**src/sio_led_irq.sv**
```systemverilog
// Serial pin output modes, interrupt and loss-of-signal logic, with its package
`default_nettype none

// Overview of operation
// - Each pin picks static, blink or activity
// - Static mode drives fixed 0 or 1
// - Two blink patterns; pin selects one
// - Pattern zero: 20, 10, 5, 2.5 Hz
// - Pattern one setting 3 toggles per burst
// - Software clears blink counter for alignment
// - Port n activity comes from module n
// - Envelope gates blinking; pin is 0 when deasserted, 1 in the inverted modes
// - Pulse holds envelope 100 ms, extendable
// - Output source setting selects activity polarity
// - Interrupts are level sensitive on inputs
// - Port enable and position enable both needed
// - Polarity setting per serial pin
// - One interrupt output when any active
// - Sticky status per pin, write-one clears
// - Interrupt stays high until status cleared or its enable removed
// - Pin bit 0 feeds port LOS input
// - GPIO-sourced LOS ignores serial value
// - LOS uses the interrupt polarity setting
// - 128 pins as 32 ports of four
// - Bursts end with load; toggle counts them
package sio_pkg;
    // Geometry
    localparam int unsigned NUM_PORTS = 32;
    localparam int unsigned PIN_PER_PORT = 4;
    localparam int unsigned NUM_PINS = NUM_PORTS * PIN_PER_PORT;
    // Timing
    localparam longint unsigned CLK_HZ = 125000000;
    localparam longint unsigned FAST_BLINK_HZ = 20;
    localparam longint unsigned ENV_HOLD_MS = 100;
    localparam int unsigned BLINK_HALF_CYC = int'(CLK_HZ / (2 * FAST_BLINK_HZ));
    localparam int unsigned ENV_HOLD_CYC = int'(CLK_HZ * ENV_HOLD_MS / 1000);
    // Register offsets
    localparam logic [8:0] ADDR_GEN = 9'h000;
    localparam logic [8:0] ADDR_PIE = 9'h004;
    localparam logic [8:0] ADDR_POL = 9'h010;
    localparam logic [8:0] ADDR_STS = 9'h020;
    localparam logic [8:0] ADDR_IN = 9'h030;
    localparam logic [8:0] ADDR_OCFG = 9'h100;
    // General config fields
    localparam int unsigned GEN_BP0_LSB = 0;
    localparam int unsigned GEN_BP1_LSB = 2;
    localparam int unsigned GEN_CLR_BIT = 4;
    localparam int unsigned GEN_POS_LSB = 8;
    // Reset values
    localparam logic [1:0] BP_RST = 2'h0;
    localparam logic [3:0] POS_RST = 4'h0;
    localparam logic [31:0] PIE_RST = 32'h0000_0000;
    localparam logic [11:0] OCFG_RST = 12'h000;
    // Pattern one setting that selects burst toggle
    localparam logic [1:0] BP_BURST = 2'h3;
    // Per-pin output source codes
    localparam logic [2:0] SRC_STATIC0 = 3'h0;
    localparam logic [2:0] SRC_STATIC1 = 3'h1;
    localparam logic [2:0] SRC_BLINK0 = 3'h2;
    localparam logic [2:0] SRC_BLINK1 = 3'h3;
    localparam logic [2:0] SRC_ACT0 = 3'h4;
    localparam logic [2:0] SRC_ACT1 = 3'h5;
    localparam logic [2:0] SRC_ACT0_INV = 3'h6;
    localparam logic [2:0] SRC_ACT1_INV = 3'h7;
endpackage

module sio_led_irq #(
    parameter int unsigned BLINK_HALF_CYC = sio_pkg::BLINK_HALF_CYC,
    parameter int unsigned ENV_HOLD_CYC   = sio_pkg::ENV_HOLD_CYC
) (
    // Clock and reset
    input  wire logic         clk_sys,
    input  wire logic         sys_rst,
    // Register port
    input  wire logic [8:0]   reg_addr,
    input  wire logic [31:0]  reg_wdata,
    input  wire logic         reg_wr,
    input  wire logic         reg_rd,
    output logic      [31:0]  reg_rdata,
    // Shift engine side
    input  wire logic [127:0] pin_in,
    input  wire logic         pin_in_valid,
    input  wire logic         burst_done,
    output logic      [127:0] pin_out,
    // Port modules
    input  wire logic [31:0]  port_activity,
    input  wire logic [31:0]  gpio_los_sel,
    output logic      [31:0]  los_out,
    // Interrupt controller
    output logic              irq
);
    logic [1:0]   blink_pattern_zero;
    logic [1:0]   blink_pattern_one;
    logic [3:0]   position_irq_enable;
    logic         blink_counter_clear;
    logic [31:0]  port_interrupt_enable;
    logic [127:0] pin_polarity;
    logic [127:0] sticky_irq_status;
    logic [127:0] input_data;
    logic [11:0]  serial_output_config [0:31];
    logic [127:0] pin_active;
    logic [127:0] irq_mask;
    logic [127:0] next_sticky;
    logic [127:0] next_pin_out;
    logic [31:0]  next_rdata;
    logic [31:0]  act_env;
    logic [3:0]   blink_wave;
    logic         burst_tog;
    logic         wave0;
    logic         wave1;
    logic         aligned;
    logic         wr_gen;
    logic         wr_pie;
    logic         wr_pol;
    logic         wr_sts;
    logic         wr_ocfg;

    // Refuse geometry the register map cannot hold
    if (sio_pkg::NUM_PINS != 128) begin : g_chk
        $error("sio_led_irq: register map serves exactly 128 pins");
    end

    // Write decode; unaligned or unmapped writes are dropped
    assign aligned = reg_addr[1:0] == 2'h0;
    assign wr_gen  = reg_wr && reg_addr == sio_pkg::ADDR_GEN;
    assign wr_pie  = reg_wr && reg_addr == sio_pkg::ADDR_PIE;
    assign wr_pol  = reg_wr && aligned && reg_addr[8:4] == sio_pkg::ADDR_POL[8:4];
    assign wr_sts  = reg_wr && aligned && reg_addr[8:4] == sio_pkg::ADDR_STS[8:4];
    assign wr_ocfg = reg_wr && aligned && reg_addr[8:7] == sio_pkg::ADDR_OCFG[8:7];

    // General configuration; the clear bit is a one-cycle pulse
    always_ff @(posedge clk_sys or posedge sys_rst) begin
        if (sys_rst) begin
            blink_pattern_zero  <= sio_pkg::BP_RST;
            blink_pattern_one   <= sio_pkg::BP_RST;
            position_irq_enable <= sio_pkg::POS_RST;
            blink_counter_clear <= 1'b0;
        end else begin
            blink_counter_clear <= wr_gen && reg_wdata[sio_pkg::GEN_CLR_BIT];
            if (wr_gen) begin
                blink_pattern_zero  <= reg_wdata[sio_pkg::GEN_BP0_LSB +: 2];
                blink_pattern_one   <= reg_wdata[sio_pkg::GEN_BP1_LSB +: 2];
                position_irq_enable <= reg_wdata[sio_pkg::GEN_POS_LSB +: 4];
            end
        end
    end

    // Port interrupt enables
    always_ff @(posedge clk_sys or posedge sys_rst) begin
        if (sys_rst) begin
            port_interrupt_enable <= sio_pkg::PIE_RST;
        end else if (wr_pie) begin
            port_interrupt_enable <= reg_wdata;
        end
    end

    // Per-pin polarity, four words
    always_ff @(posedge clk_sys or posedge sys_rst) begin
        if (sys_rst) begin
            pin_polarity <= '0;
        end else if (wr_pol) begin
            pin_polarity[{reg_addr[3:2], 5'h00} +: 32] <= reg_wdata;
        end
    end

    // Per-port output source words
    always_ff @(posedge clk_sys or posedge sys_rst) begin
        if (sys_rst) begin
            for (int p = 0; p < 32; p++) begin
                serial_output_config[p] <= sio_pkg::OCFG_RST;
            end
        end else if (wr_ocfg) begin
            serial_output_config[reg_addr[6:2]] <= reg_wdata[11:0];
        end
    end

    // Latest sampled inputs from the shift engine
    always_ff @(posedge clk_sys or posedge sys_rst) begin
        if (sys_rst) begin
            input_data <= '0;
        end else if (pin_in_valid) begin
            input_data <= pin_in;
        end
    end

    // Polarity correction and the two-level enable mask
    assign pin_active = input_data ^ pin_polarity;
    for (genvar i = 0; i < 128; i++) begin : g_mask
        assign irq_mask[i] = port_interrupt_enable[i / 4] & position_irq_enable[i % 4];
    end

    // Sticky status: a pending level wins over a clear in the same cycle
    always_comb begin
        next_sticky = sticky_irq_status;
        if (wr_sts) begin
            next_sticky[{reg_addr[3:2], 5'h00} +: 32] =
                sticky_irq_status[{reg_addr[3:2], 5'h00} +: 32] & ~reg_wdata;
        end
        next_sticky = next_sticky | pin_active;
    end

    always_ff @(posedge clk_sys or posedge sys_rst) begin
        if (sys_rst) begin
            sticky_irq_status <= '0;
        end else begin
            sticky_irq_status <= next_sticky;
        end
    end

    // Single interrupt line, held while any enabled status bit remains
    always_ff @(posedge clk_sys or posedge sys_rst) begin
        if (sys_rst) begin
            irq <= 1'b0;
        end else begin
            irq <= |(sticky_irq_status & irq_mask);
        end
    end

    // Bit 0 of each port feeds port module LOS unless GPIO supplies it
    always_ff @(posedge clk_sys or posedge sys_rst) begin
        if (sys_rst) begin
            los_out <= '0;
        end else begin
            for (int p = 0; p < 32; p++) begin
                los_out[p] <= !gpio_los_sel[p] && pin_active[4 * p];
            end
        end
    end

    // Shared blink patterns
    sio_blink_gen #(
        .HALF_CYC (BLINK_HALF_CYC)
    ) u_blink (
        .clk_sys    (clk_sys),
        .sys_rst    (sys_rst),
        .clear      (blink_counter_clear),
        .burst_done (burst_done),
        .wave       (blink_wave),
        .burst_tog  (burst_tog)
    );

    // One envelope per port, port n fed by port module n
    for (genvar p = 0; p < 32; p++) begin : g_env
        sio_act_stretch #(
            .HOLD_CYC (ENV_HOLD_CYC)
        ) u_env (
            .clk_sys  (clk_sys),
            .sys_rst  (sys_rst),
            .activity (port_activity[p]),
            .env      (act_env[p])
        );
    end

    // Pattern selection
    assign wave0 = blink_wave[blink_pattern_zero];
    assign wave1 = (blink_pattern_one == sio_pkg::BP_BURST) ? burst_tog
                                                            : blink_wave[blink_pattern_one];

    // Per-pin output mode decode
    always_comb begin
        logic [2:0] src;
        logic       w;
        src = 3'h0;
        w = 1'b0;
        next_pin_out = '0;
        for (int p = 0; p < 32; p++) begin
            for (int b = 0; b < 4; b++) begin
                src = serial_output_config[p][3 * b +: 3];
                w = src[0] ? wave1 : wave0;
                case (src[2:1])
                    2'h0: next_pin_out[4 * p + b] = src[0];
                    2'h1: next_pin_out[4 * p + b] = w;
                    2'h2: next_pin_out[4 * p + b] = act_env[p] & w;
                    2'h3: next_pin_out[4 * p + b] = ~(act_env[p] & w);
                    default: next_pin_out[4 * p + b] = 1'b0;
                endcase
            end
        end
    end

    // Registered pin values for the shift engine; 128 pins in 32 ports
    always_ff @(posedge clk_sys or posedge sys_rst) begin
        if (sys_rst) begin
            pin_out <= '0;
        end else begin
            pin_out <= next_pin_out;
        end
    end

    // Read mux; unmapped and unaligned addresses read zero
    always_comb begin
        next_rdata = 32'h0;
        if (reg_rd && aligned) begin
            if (reg_addr == sio_pkg::ADDR_GEN) begin
                next_rdata[sio_pkg::GEN_BP0_LSB +: 2] = blink_pattern_zero;
                next_rdata[sio_pkg::GEN_BP1_LSB +: 2] = blink_pattern_one;
                next_rdata[sio_pkg::GEN_POS_LSB +: 4] = position_irq_enable;
            end else if (reg_addr == sio_pkg::ADDR_PIE) begin
                next_rdata = port_interrupt_enable;
            end else if (reg_addr[8:4] == sio_pkg::ADDR_POL[8:4]) begin
                next_rdata = pin_polarity[{reg_addr[3:2], 5'h00} +: 32];
            end else if (reg_addr[8:4] == sio_pkg::ADDR_STS[8:4]) begin
                next_rdata = sticky_irq_status[{reg_addr[3:2], 5'h00} +: 32];
            end else if (reg_addr[8:4] == sio_pkg::ADDR_IN[8:4]) begin
                next_rdata = input_data[{reg_addr[3:2], 5'h00} +: 32];
            end else if (reg_addr[8:7] == sio_pkg::ADDR_OCFG[8:7]) begin
                next_rdata = {20'h0, serial_output_config[reg_addr[6:2]]};
            end
        end
    end

    // Read data stands only in the cycle after the strobe
    always_ff @(posedge clk_sys or posedge sys_rst) begin
        if (sys_rst) begin
            reg_rdata <= 32'h0;
        end else begin
            reg_rdata <= next_rdata;
        end
    end
endmodule

`default_nettype wire

```
**src/sio_blink_gen.sv**
```systemverilog
// Blink rate divider and burst toggle shared by all serial pins
`default_nettype none

module sio_blink_gen #(
    parameter int unsigned HALF_CYC = 3125000
) (
    // Clock and reset
    input  wire logic       clk_sys,
    input  wire logic       sys_rst,
    // Control
    input  wire logic       clear,
    input  wire logic       burst_done,
    // Patterns
    output logic      [3:0] wave,
    output logic            burst_tog
);
    localparam int unsigned PW = (HALF_CYC < 2) ? 1 : $clog2(HALF_CYC);

    logic [PW-1:0] pre;

    // Refuse a prescaler that cannot divide
    if (HALF_CYC < 2) begin : g_chk
        $error("sio_blink_gen: HALF_CYC must be at least 2");
    end

    // Prescaler: one tick per half period of the fastest rate
    always_ff @(posedge clk_sys or posedge sys_rst) begin
        if (sys_rst) begin
            pre <= '0;
        end else if (clear || pre == PW'(HALF_CYC - 1)) begin
            pre <= '0;
        end else begin
            pre <= pre + 1'b1;
        end
    end

    // Binary divider: bit k is 20 Hz halved k times
    always_ff @(posedge clk_sys or posedge sys_rst) begin
        if (sys_rst) begin
            wave <= 4'h0;
        end else if (clear) begin
            wave <= 4'h0;
        end else if (pre == PW'(HALF_CYC - 1)) begin
            wave <= wave + 4'h1;
        end
    end

    // Burst toggle flips once per finished burst
    always_ff @(posedge clk_sys or posedge sys_rst) begin
        if (sys_rst) begin
            burst_tog <= 1'b0;
        end else if (clear) begin
            burst_tog <= 1'b0;
        end else if (burst_done) begin
            burst_tog <= ~burst_tog;
        end
    end
endmodule

`default_nettype wire

```
**src/sio_act_stretch.sv**
```systemverilog
// Activity envelope stretcher for one port module
`default_nettype none

module sio_act_stretch #(
    parameter int unsigned HOLD_CYC = 12500000
) (
    // Clock and reset
    input  wire logic clk_sys,
    input  wire logic sys_rst,
    // Activity in, envelope out
    input  wire logic activity,
    output logic      env
);
    localparam int unsigned CW = $clog2(HOLD_CYC + 1);

    logic [CW-1:0] cnt;

    // Refuse a hold too short to count
    if (HOLD_CYC < 2) begin : g_chk
        $error("sio_act_stretch: HOLD_CYC must be at least 2");
    end

    // Each pulse reloads the full hold, so later packets extend it
    always_ff @(posedge clk_sys or posedge sys_rst) begin
        if (sys_rst) begin
            cnt <= '0;
        end else if (activity) begin
            cnt <= CW'(HOLD_CYC - 1);
        end else if (cnt != '0) begin
            cnt <= cnt - 1'b1;
        end
    end

    // Envelope stays high for HOLD_CYC cycles after the last pulse
    always_ff @(posedge clk_sys or posedge sys_rst) begin
        if (sys_rst) begin
            env <= 1'b0;
        end else begin
            env <= activity || cnt != '0;
        end
    end
endmodule

`default_nettype wire

```
**config.mk**
```make
export PLATFORM = sky130hd
export DESIGN_NAME = sio_led_irq
export DESIGN_NICKNAME = d
export VERILOG_FILES = /design/src/sio_led_irq.sv /design/src/sio_blink_gen.sv /design/src/sio_act_stretch.sv
export SDC_FILE = /design/constraint.sdc
export NUM_CORES = 2
export LEC_CHECK = 0
export BUFFER_PORTS_ARGS = -buffer_cell sky130_fd_sc_hd__buf_2
export CORE_ASPECT_RATIO = 0.5
export CORE_UTILIZATION = 60
export CTS_CLUSTER_DIAMETER = 30
export CTS_CLUSTER_SIZE = 10
export DETAILED_ROUTE_END_ITERATION = 10
export PLACE_DENSITY = 0.78
export SETUP_SLACK_MARGIN = 0.5
export SLEW_MARGIN = 40
export SYNTH_ARGS = -nofsm -noshare
export SYNTH_HDL_FRONTEND = slang
export SYNTH_SLANG_ARGS = --single-unit
```
**constraint.sdc**
```tcl
create_clock -name clk_sys -period 99 [get_ports clk_sys]
set_clock_uncertainty 0.15 [all_clocks]
set_input_delay 4.95 -clock clk_sys [delete_from_list [all_inputs] [get_ports clk_sys]]
set_output_delay 4.95 -clock clk_sys [all_outputs]
set_load 0.1 [all_outputs]
```
* Word-level counts from Yosys, hierarchy flattened
Index checks and enable logic that the tools add are counted.
** Storage, ports and cells
- Register bits :: 1829
- Latch bits :: 0
- RAM bits :: 0
- ROM bits :: 0
- Bits of input ports :: 239
- Output and inout bits :: 193
- Logic and storage cells :: 1590
- Memories kept :: 0
** Operators by class
- $add $sub $neg :: 35
- Multipliers :: 0
- Divide/modulo/power cells :: 0
- $lt $le $gt $ge :: 4
- Equality and inequality tests :: 391
- Shifts and indexed selects :: 6
- Mux-type cells :: 349
- Bitwise logic cells :: 391
- Reduce and logical (&&, ||, !) cells :: 303
** Operators by type and width (count)
- two-way mux 24 bit :: 64
- nonzero test 24 bit :: 32
- subtractor 24 x 1 -> 24 bit, second input constant :: 32
- equality test 2 bit, second input constant :: 258
- one-hot mux 1 bit (4 select lines) :: 128
- bitwise mux 384 bit :: 1
- variable part select 128 x 8 -> 32 bit :: 3
- logical NOT 2 bit :: 129
- AND 1 bit :: 256
- bitwise mux 128 bit :: 2
- equality test 2 x 1 -> 1 bit, second input constant :: 128
- variable part select 32 x 9 -> 128 bit :: 2
- two-way mux 32 bit :: 5
- two-way mux 1 bit :: 133
- NOT 1 bit :: 129
- AND 128 bit :: 1
- two-way mux 128 bit :: 1
- bitwise OR 128 bit :: 1
- OR reduction 128 bit :: 1
- variable shift 32 x 9 -> 128 bit, first input constant :: 1
- XOR 128 bit :: 1
- nonzero test 2 bit :: 34
- binary-select mux 12 bit (select 5 bit) :: 1
- demux 12 bit (select 5 bit) :: 1
- 22 further kinds :: 135

* Depth between registers and ports, before layout
- Word-level depth :: 11
- Mapped depth :: 12
- Depth with buffers taken out :: 7

* By module
Synthesis repeated with hierarchy kept, for this count alone.
** Unflattened totals
- Cells, all modules :: 9320
- Area total of the unflattened synthesis :: 96776.6 um^2
** Modules (own cells, without submodules)
- sio_led_irq :: instances 1, cells an instance 4615, area an instance 52078.7 um^2, seq. area each 25074.0 um^2
- sio_act_stretch at g_env[0].u_env ... :: instances 29, cells an instance 143, area an instance 1345.0 um^2, seq. area each 625.6 um^2
- sio_act_stretch at g_env[7].u_env ... :: instances 3, cells an instance 139, area an instance 1432.6 um^2, seq. area each 625.6 um^2
- sio_blink_gen :: instances 1, cells an instance 141, area an instance 1393.8 um^2, seq. area each 675.6 um^2

* Worst setup path before layout
Ideal clock, no wire load.
- Path kind :: input-to-reg
- From :: input port reg_addr[3]
- To :: register serial_output_config[180] in the netlist's numbering
- Library setup time :: 125 ps
- Arrival time :: 7807 ps
- Required time :: 98725 ps
- Path slack :: 90919 ps
- Stages on the path :: 12
- Path buffers :: 7
- Path through :: buf_2 buf_2 buf_1 clkbuf_1 inv_1 ha_1 clkbuf_1 and2_1 clkbuf_1 nand3_1 buf_1 mux2_2
** Between the ends
- Cells in the longest elaborated chain, start to end :: 6
- Elaborated cells on any way between the ends :: 7
- Those cells by class :: 2 x order compare; 3 x mux; 1 x bitwise; 1 x reduce/logical
** Ends and longest elaborated chain
- start, declared :: line sio_led_irq.sv:75 : input wire logic [8:0] reg_addr,
- NOT 5 -> 6 bit (implied by the code) (*) :: line sio_led_irq.sv:173 : serial_output_config[reg_addr[6:2]] <= reg_wdata[11:0];
- greater-or-equal comparator 6 bit (implied by the code) / less-than comparator 6 x 1 -> 1 bit (equally long branches) :: line sio_led_irq.sv:173
- logical AND 1 bit (implied by the code) :: line sio_led_irq.sv:173
- two-way mux 12 bit (implied by the code) :: line sio_led_irq.sv:173
- demux 12 bit (select 5 bit) (*) :: line sio_led_irq.sv:173
- bitwise mux 384 bit (*) :: line sio_led_irq.sv:173
- end signal, assigned by index :: line sio_led_irq.sv:170 : serial_output_config[p] <= sio_pkg::OCFG_RST;
- end signal, assigned by index :: line sio_led_irq.sv:173
- end, declared :: line sio_led_irq.sv:100 : logic [11:0] serial_output_config [0:31];
Mark *: on every way between the ends. The rest lies on a longest branch, timed or not.
A chain may end at the register's enable or synchronous reset.

* Final worst setup path
- From :: input port reg_addr[3]
- To :: register reg_rdata[1]
** Between the ends
- Cells in the longest elaborated chain, start to end :: 11
- Elaborated cells on any way between the ends :: 16
- Those cells by class :: 1 x eq/ne; 3 x shift; 10 x mux; 1 x bitwise; 1 x reduce/logical
** Ends and longest elaborated chain
- NOT 5 -> 6 bit (implied by the code) :: line sio_led_irq.sv:307 : next_rdata = {20'h0, serial_output_config[reg_addr[6:2]]};
- binary-select mux 12 bit (select 5 bit) :: line sio_led_irq.sv:307
- two-way mux 12 bit (implied by the code) (2 in series) :: line sio_led_irq.sv:307
- two-way mux 12 bit :: line sio_led_irq.sv:306 : end else if (reg_addr[8:7] == sio_pkg::ADDR_OCFG[8:7]) begin
- two-way mux 32 bit :: line sio_led_irq.sv:304 : end else if (reg_addr[8:4] == sio_pkg::ADDR_IN[8:4]) begin
- two-way mux 32 bit :: line sio_led_irq.sv:302 : end else if (reg_addr[8:4] == sio_pkg::ADDR_STS[8:4]) begin
- two-way mux 32 bit :: line sio_led_irq.sv:300 : end else if (reg_addr[8:4] == sio_pkg::ADDR_POL[8:4]) begin
- two-way mux 32 bit :: line sio_led_irq.sv:298 : end else if (reg_addr == sio_pkg::ADDR_PIE) begin
- two-way mux 4 bit (*) :: line sio_led_irq.sv:294 : if (reg_addr == sio_pkg::ADDR_GEN) begin
- two-way mux 32 bit (*) :: line sio_led_irq.sv:293 : if (reg_rd && aligned) begin
- net next_rdata[1] :: line sio_led_irq.sv:105 : logic [31:0] next_rdata;
- end signal, assigned :: line sio_led_irq.sv:317 : reg_rdata <= next_rdata;
- end, declared :: line sio_led_irq.sv:79 : output logic [31:0] reg_rdata,
The timed path passes the listed nets; every way through them passes the cells marked *. The select of a mux whose other input is x is not followed.

==> impl_metrics.yaml <==
clocking:
  insertion_delay_ns: 0.83
  cts_tree: "yes"
  path_clk_slew_ns: 0.05
  ctsRootBufferMaster: "clkbuf_16"
  clockBufferDepth: 4
  htreeDepth: 5
  cts_setup_buffers: 0
  cts_resized: 0
  cts_sinks: 1829
  ctsHoldBuffers: 0
  numCtsBuffers: 271
route:
  drt_wl_total_um: 274000
  drt_iter0_drc: 8737
  detail-route-antenna-nets: 0
  post_drt_wl_per_cell_um: 23.5
  num_vias: 77202
  route.detailed.drc: 0
  via_per_inst: 6.61
  drt_first_pass_iters: 6
layout:
  fill_cells: 11609
  fin_area_um2: 108000
  synthToLayoutAreaGrowth_pct: 13.0
  drive_above_1_share_pct: 18.3
  nets: 9715
  fin_util_pct: 68.5
pwr:
  power_frac_comb_pct: 6.9
  peakVddDrop_v: 0.0000133
  p_int_mw: 1.37
  p_per_area_nw_per_um2: 16.9
  p_switching_mw: 0.459
  pwr-share-seq_pct: 43.0
  p_leak_nw: 43.2
  clockPowerShare_pct: 50.1
  power_mw: 1.83
  p_sw_share_pct: 25.0
grt:
  antenna_found_initial: 21
  grt-ovfl-total: 0
  grt-busiest-layer: "met2"
  grt_use_met1_pct: 43.5
  grt_max_degree: 131
  globalRouteMet3Util_pct: 7.48
  grt_usage_pct: 33.4
  grt.met2_usage_pct: 51.7
  grt_pass1_vias: 74358
  grt_pass1_wl_um: 426000
synth:
  yosysWarnings: 0
  yosys_most_used_dff: "dfrtp_1"
  synth-seq-cells: 1829
  synthArstFlopShare_pct: 100
  syn_area_um2: 95800
  netlist-cell-type-count: 92
  synth_fp_nets: 9474
  synth-seq-area-share_pct: 47.8
  yosysTopAreaCellShare_pct: 47.8
  yosysTopAreaCell: "dfrtp_1"
  syn_area_per_cell_um2: 10.5
  syn-instance-count: 9164
  synth-edff-count: 0
  ys_top_cells_by_area: "dfrtp_1, mux2_2, mux2i_1"
placed_design:
  gp_congestion: 1.03
  port_buffers: 431
  post-place-ws_ns: 90.21
  dp_hpwl_um: 177000
  dpl-instance-area_um2: 99600
critical_path:
  r2r_end: "pin_out[88]"
  worstReg2RegStart: "blink_pattern_one[0]"
  endpoint_kind: "flip-flop"
  rr_worst_depth: 6
  setup.worst_path.class: "in -> reg"
  cp_max_fo: 74
  r2r_slack_ns: 95.39
  startpoint_type: "primary input"
  arrival_ns: 8.50
  required_ns: 99.57
status:
  status: "finished, final reports clean"
floorplanning:
  io-pin-count: 432
  core_area_um2: 158000
  die_w_um: 567
  start_util_pct: 60.6
  die_y_um: 285
  die_area_um2: 161000
  rows: 103
sta:
  setup_violations: 0
  period_needed_ns: 7.93
  layout_setup_ws_ns: 91.07
  tns_ns: 0
  relSlewSlack_pct: 37.1
  period_share_pct: 8.01
  rsz0062_at_grt: "false"
  hold_violations: 0
  fmax_ghz: 0.126
  drv_slew: 0
  worst_slew_pin_slew_ns: 0.943
hold_path:
  hold_path_end: "u_blink.pre[0]"
  hold_path_depth: 1
  worstHoldPathType: "reg -> reg"
  min_from: "u_blink.pre[0]"
run:
  cap_viol_max_count: 0
## placed cells by master (no fill, tap or decap), drive strengths merged, types with 98 or more instances in the layout
| master | n |
|---|---|
| nor3 | 209 |
| inv | 156 |
| nand3 | 252 |
| maj3 | 128 |
| o31ai | 202 |
| o22ai | 205 |
| mux2i | 312 |
| xnor2 | 177 |
| a21oi | 378 |
| or4 | 191 |
| a22oi | 132 |
| nor2 | 532 |
| nand2 | 611 |
| dfrtp | 1829 |
| mux4 | 98 |
| xor2 | 348 |
| nand2b | 251 |
| nand4 | 123 |
| o21ai | 443 |
| nor4 | 199 |
| buf | 522 |
| mux2 | 570 |
| or3 | 213 |
| clkbuf | 335 |
## registers in the layout, summed over array words and instances (netlist names), 4 cells and up
signal	cells
serial_output_config	384
los_out	32
g_env.u_env.cnt	768
u_blink.pre	22
u_blink.wave	4
input_data	128
reg_rdata	32
sticky_irq_status	128
pin_out	128
position_irq_enable	4
g_env.u_env.env	32
port_interrupt_enable	32
pin_polarity	128
## worst max-delay path by stage
stage,start,endpoint,cells after the start
finish,reg_addr[3],reg_rdata[1],9
global route,sys_rst,input_data[24],7
CTS,sys_rst,input_data[24],7
detailed placement,sys_rst,input_data[117],7
global placement,sys_rst,input_data[24],6
floorplan,sys_rst,blink_counter_clear,1
## through the flow
step / hold WS [ns] / cells
global placement: 0.311 / 11218
CTS: 0.332 / 11655
floorplan: 0.290 / 9164
global route: 0.351 / 11668
detailed placement: 0.311 / 11226
finish: 0.328 / 11672
## Yosys cell counts, drive strengths merged, types with 15 or more instances
library cell	number
nand2b	251
o21ai	443
or4b	20
nor3	209
a31oi	47
mux2i	312
o31a	28
and4	18
o211ai	80
nor2b	79
xnor2	177
clkbuf	460
a211o	65
nor3b	76
o311ai	44
mux2	570
a21boi	54
inv	142
nand4	123
nand3b	84
a211oi	15
nand3	252
o22ai	205
and3	30
o32ai	20
o31ai	202
maj3	128
nand4b	84
a21oi	378
buf	95
a22oi	132
dfrtp	1829
nor4b	25
or4	191
nand2	611
nor4	199
nor2	532
or2	52
ha	71
mux4	98
or3b	37
xor2	348
and2	21
or3	213
## layout make-up
type / count / area [um^2] / share of cell area, %
flip-flops and latches: 1829 / 45800 / 42.3
multi-input cells: 6635 / 47600 / 44.0
clock inverters: 95 / 1130 / 1.05
inverters: 145 / 552 / 0.510
well taps: 2100 / 2630 / 2.43
diodes: 11 / 27.5 / 0.0254
repair buffers: 523 / 3210 / 2.97
clock buffers: 334 / 7360 / 6.80
## critical path: stages
cell	delay (ns)
buf_8	0.47
buf_6	0.61
buf_12	0.46
buf_16	0.40
mux2i_1	0.19
o22ai_1	0.43
nor2_1	0.14
a41o_1	0.34
a31oi_1	0.28
## power by group through the flow
stage | registers (mW) | logic, mW | clock network, mW
2_1_floorplan | 0.813 | 0.0689 | 0
3_3_place_gp | 0.800 | 0.121 | 0
3_5_place_dp | 0.800 | 0.124 | 0
4_1_cts | 0.788 | 0.125 | 0.928
5_1_grt | 0.790 | 0.135 | 0.961
6_report | 0.789 | 0.126 | 0.919
## routing by layer
| metal | share of wire [%] | vias to the layer above |
|---|---|---|
| met1 | 39 | 38193 |
| li1 | - | 34421 |
| met2 | 46 | 3595 |
| met5 | 0.059 | - |
| met4 | 6.2 | 18 |
| met3 | 8.8 | 975 |
## kinds of logic after synthesis
| family | share of synthesized area [%] |
|---|---|
| muxes | 12.3 |
| xor gates and xnor gates | 4.80 |
| buffers and inverters | 2.80 |
| AOI/OAI and AO/OA | 12.1 |
| and+or+nand+nor | 18.0 |
| DFF | 47.8 |
| adders and majority gates | 2.26 |
Note: power is estimated with default switching activity, not from simulation.
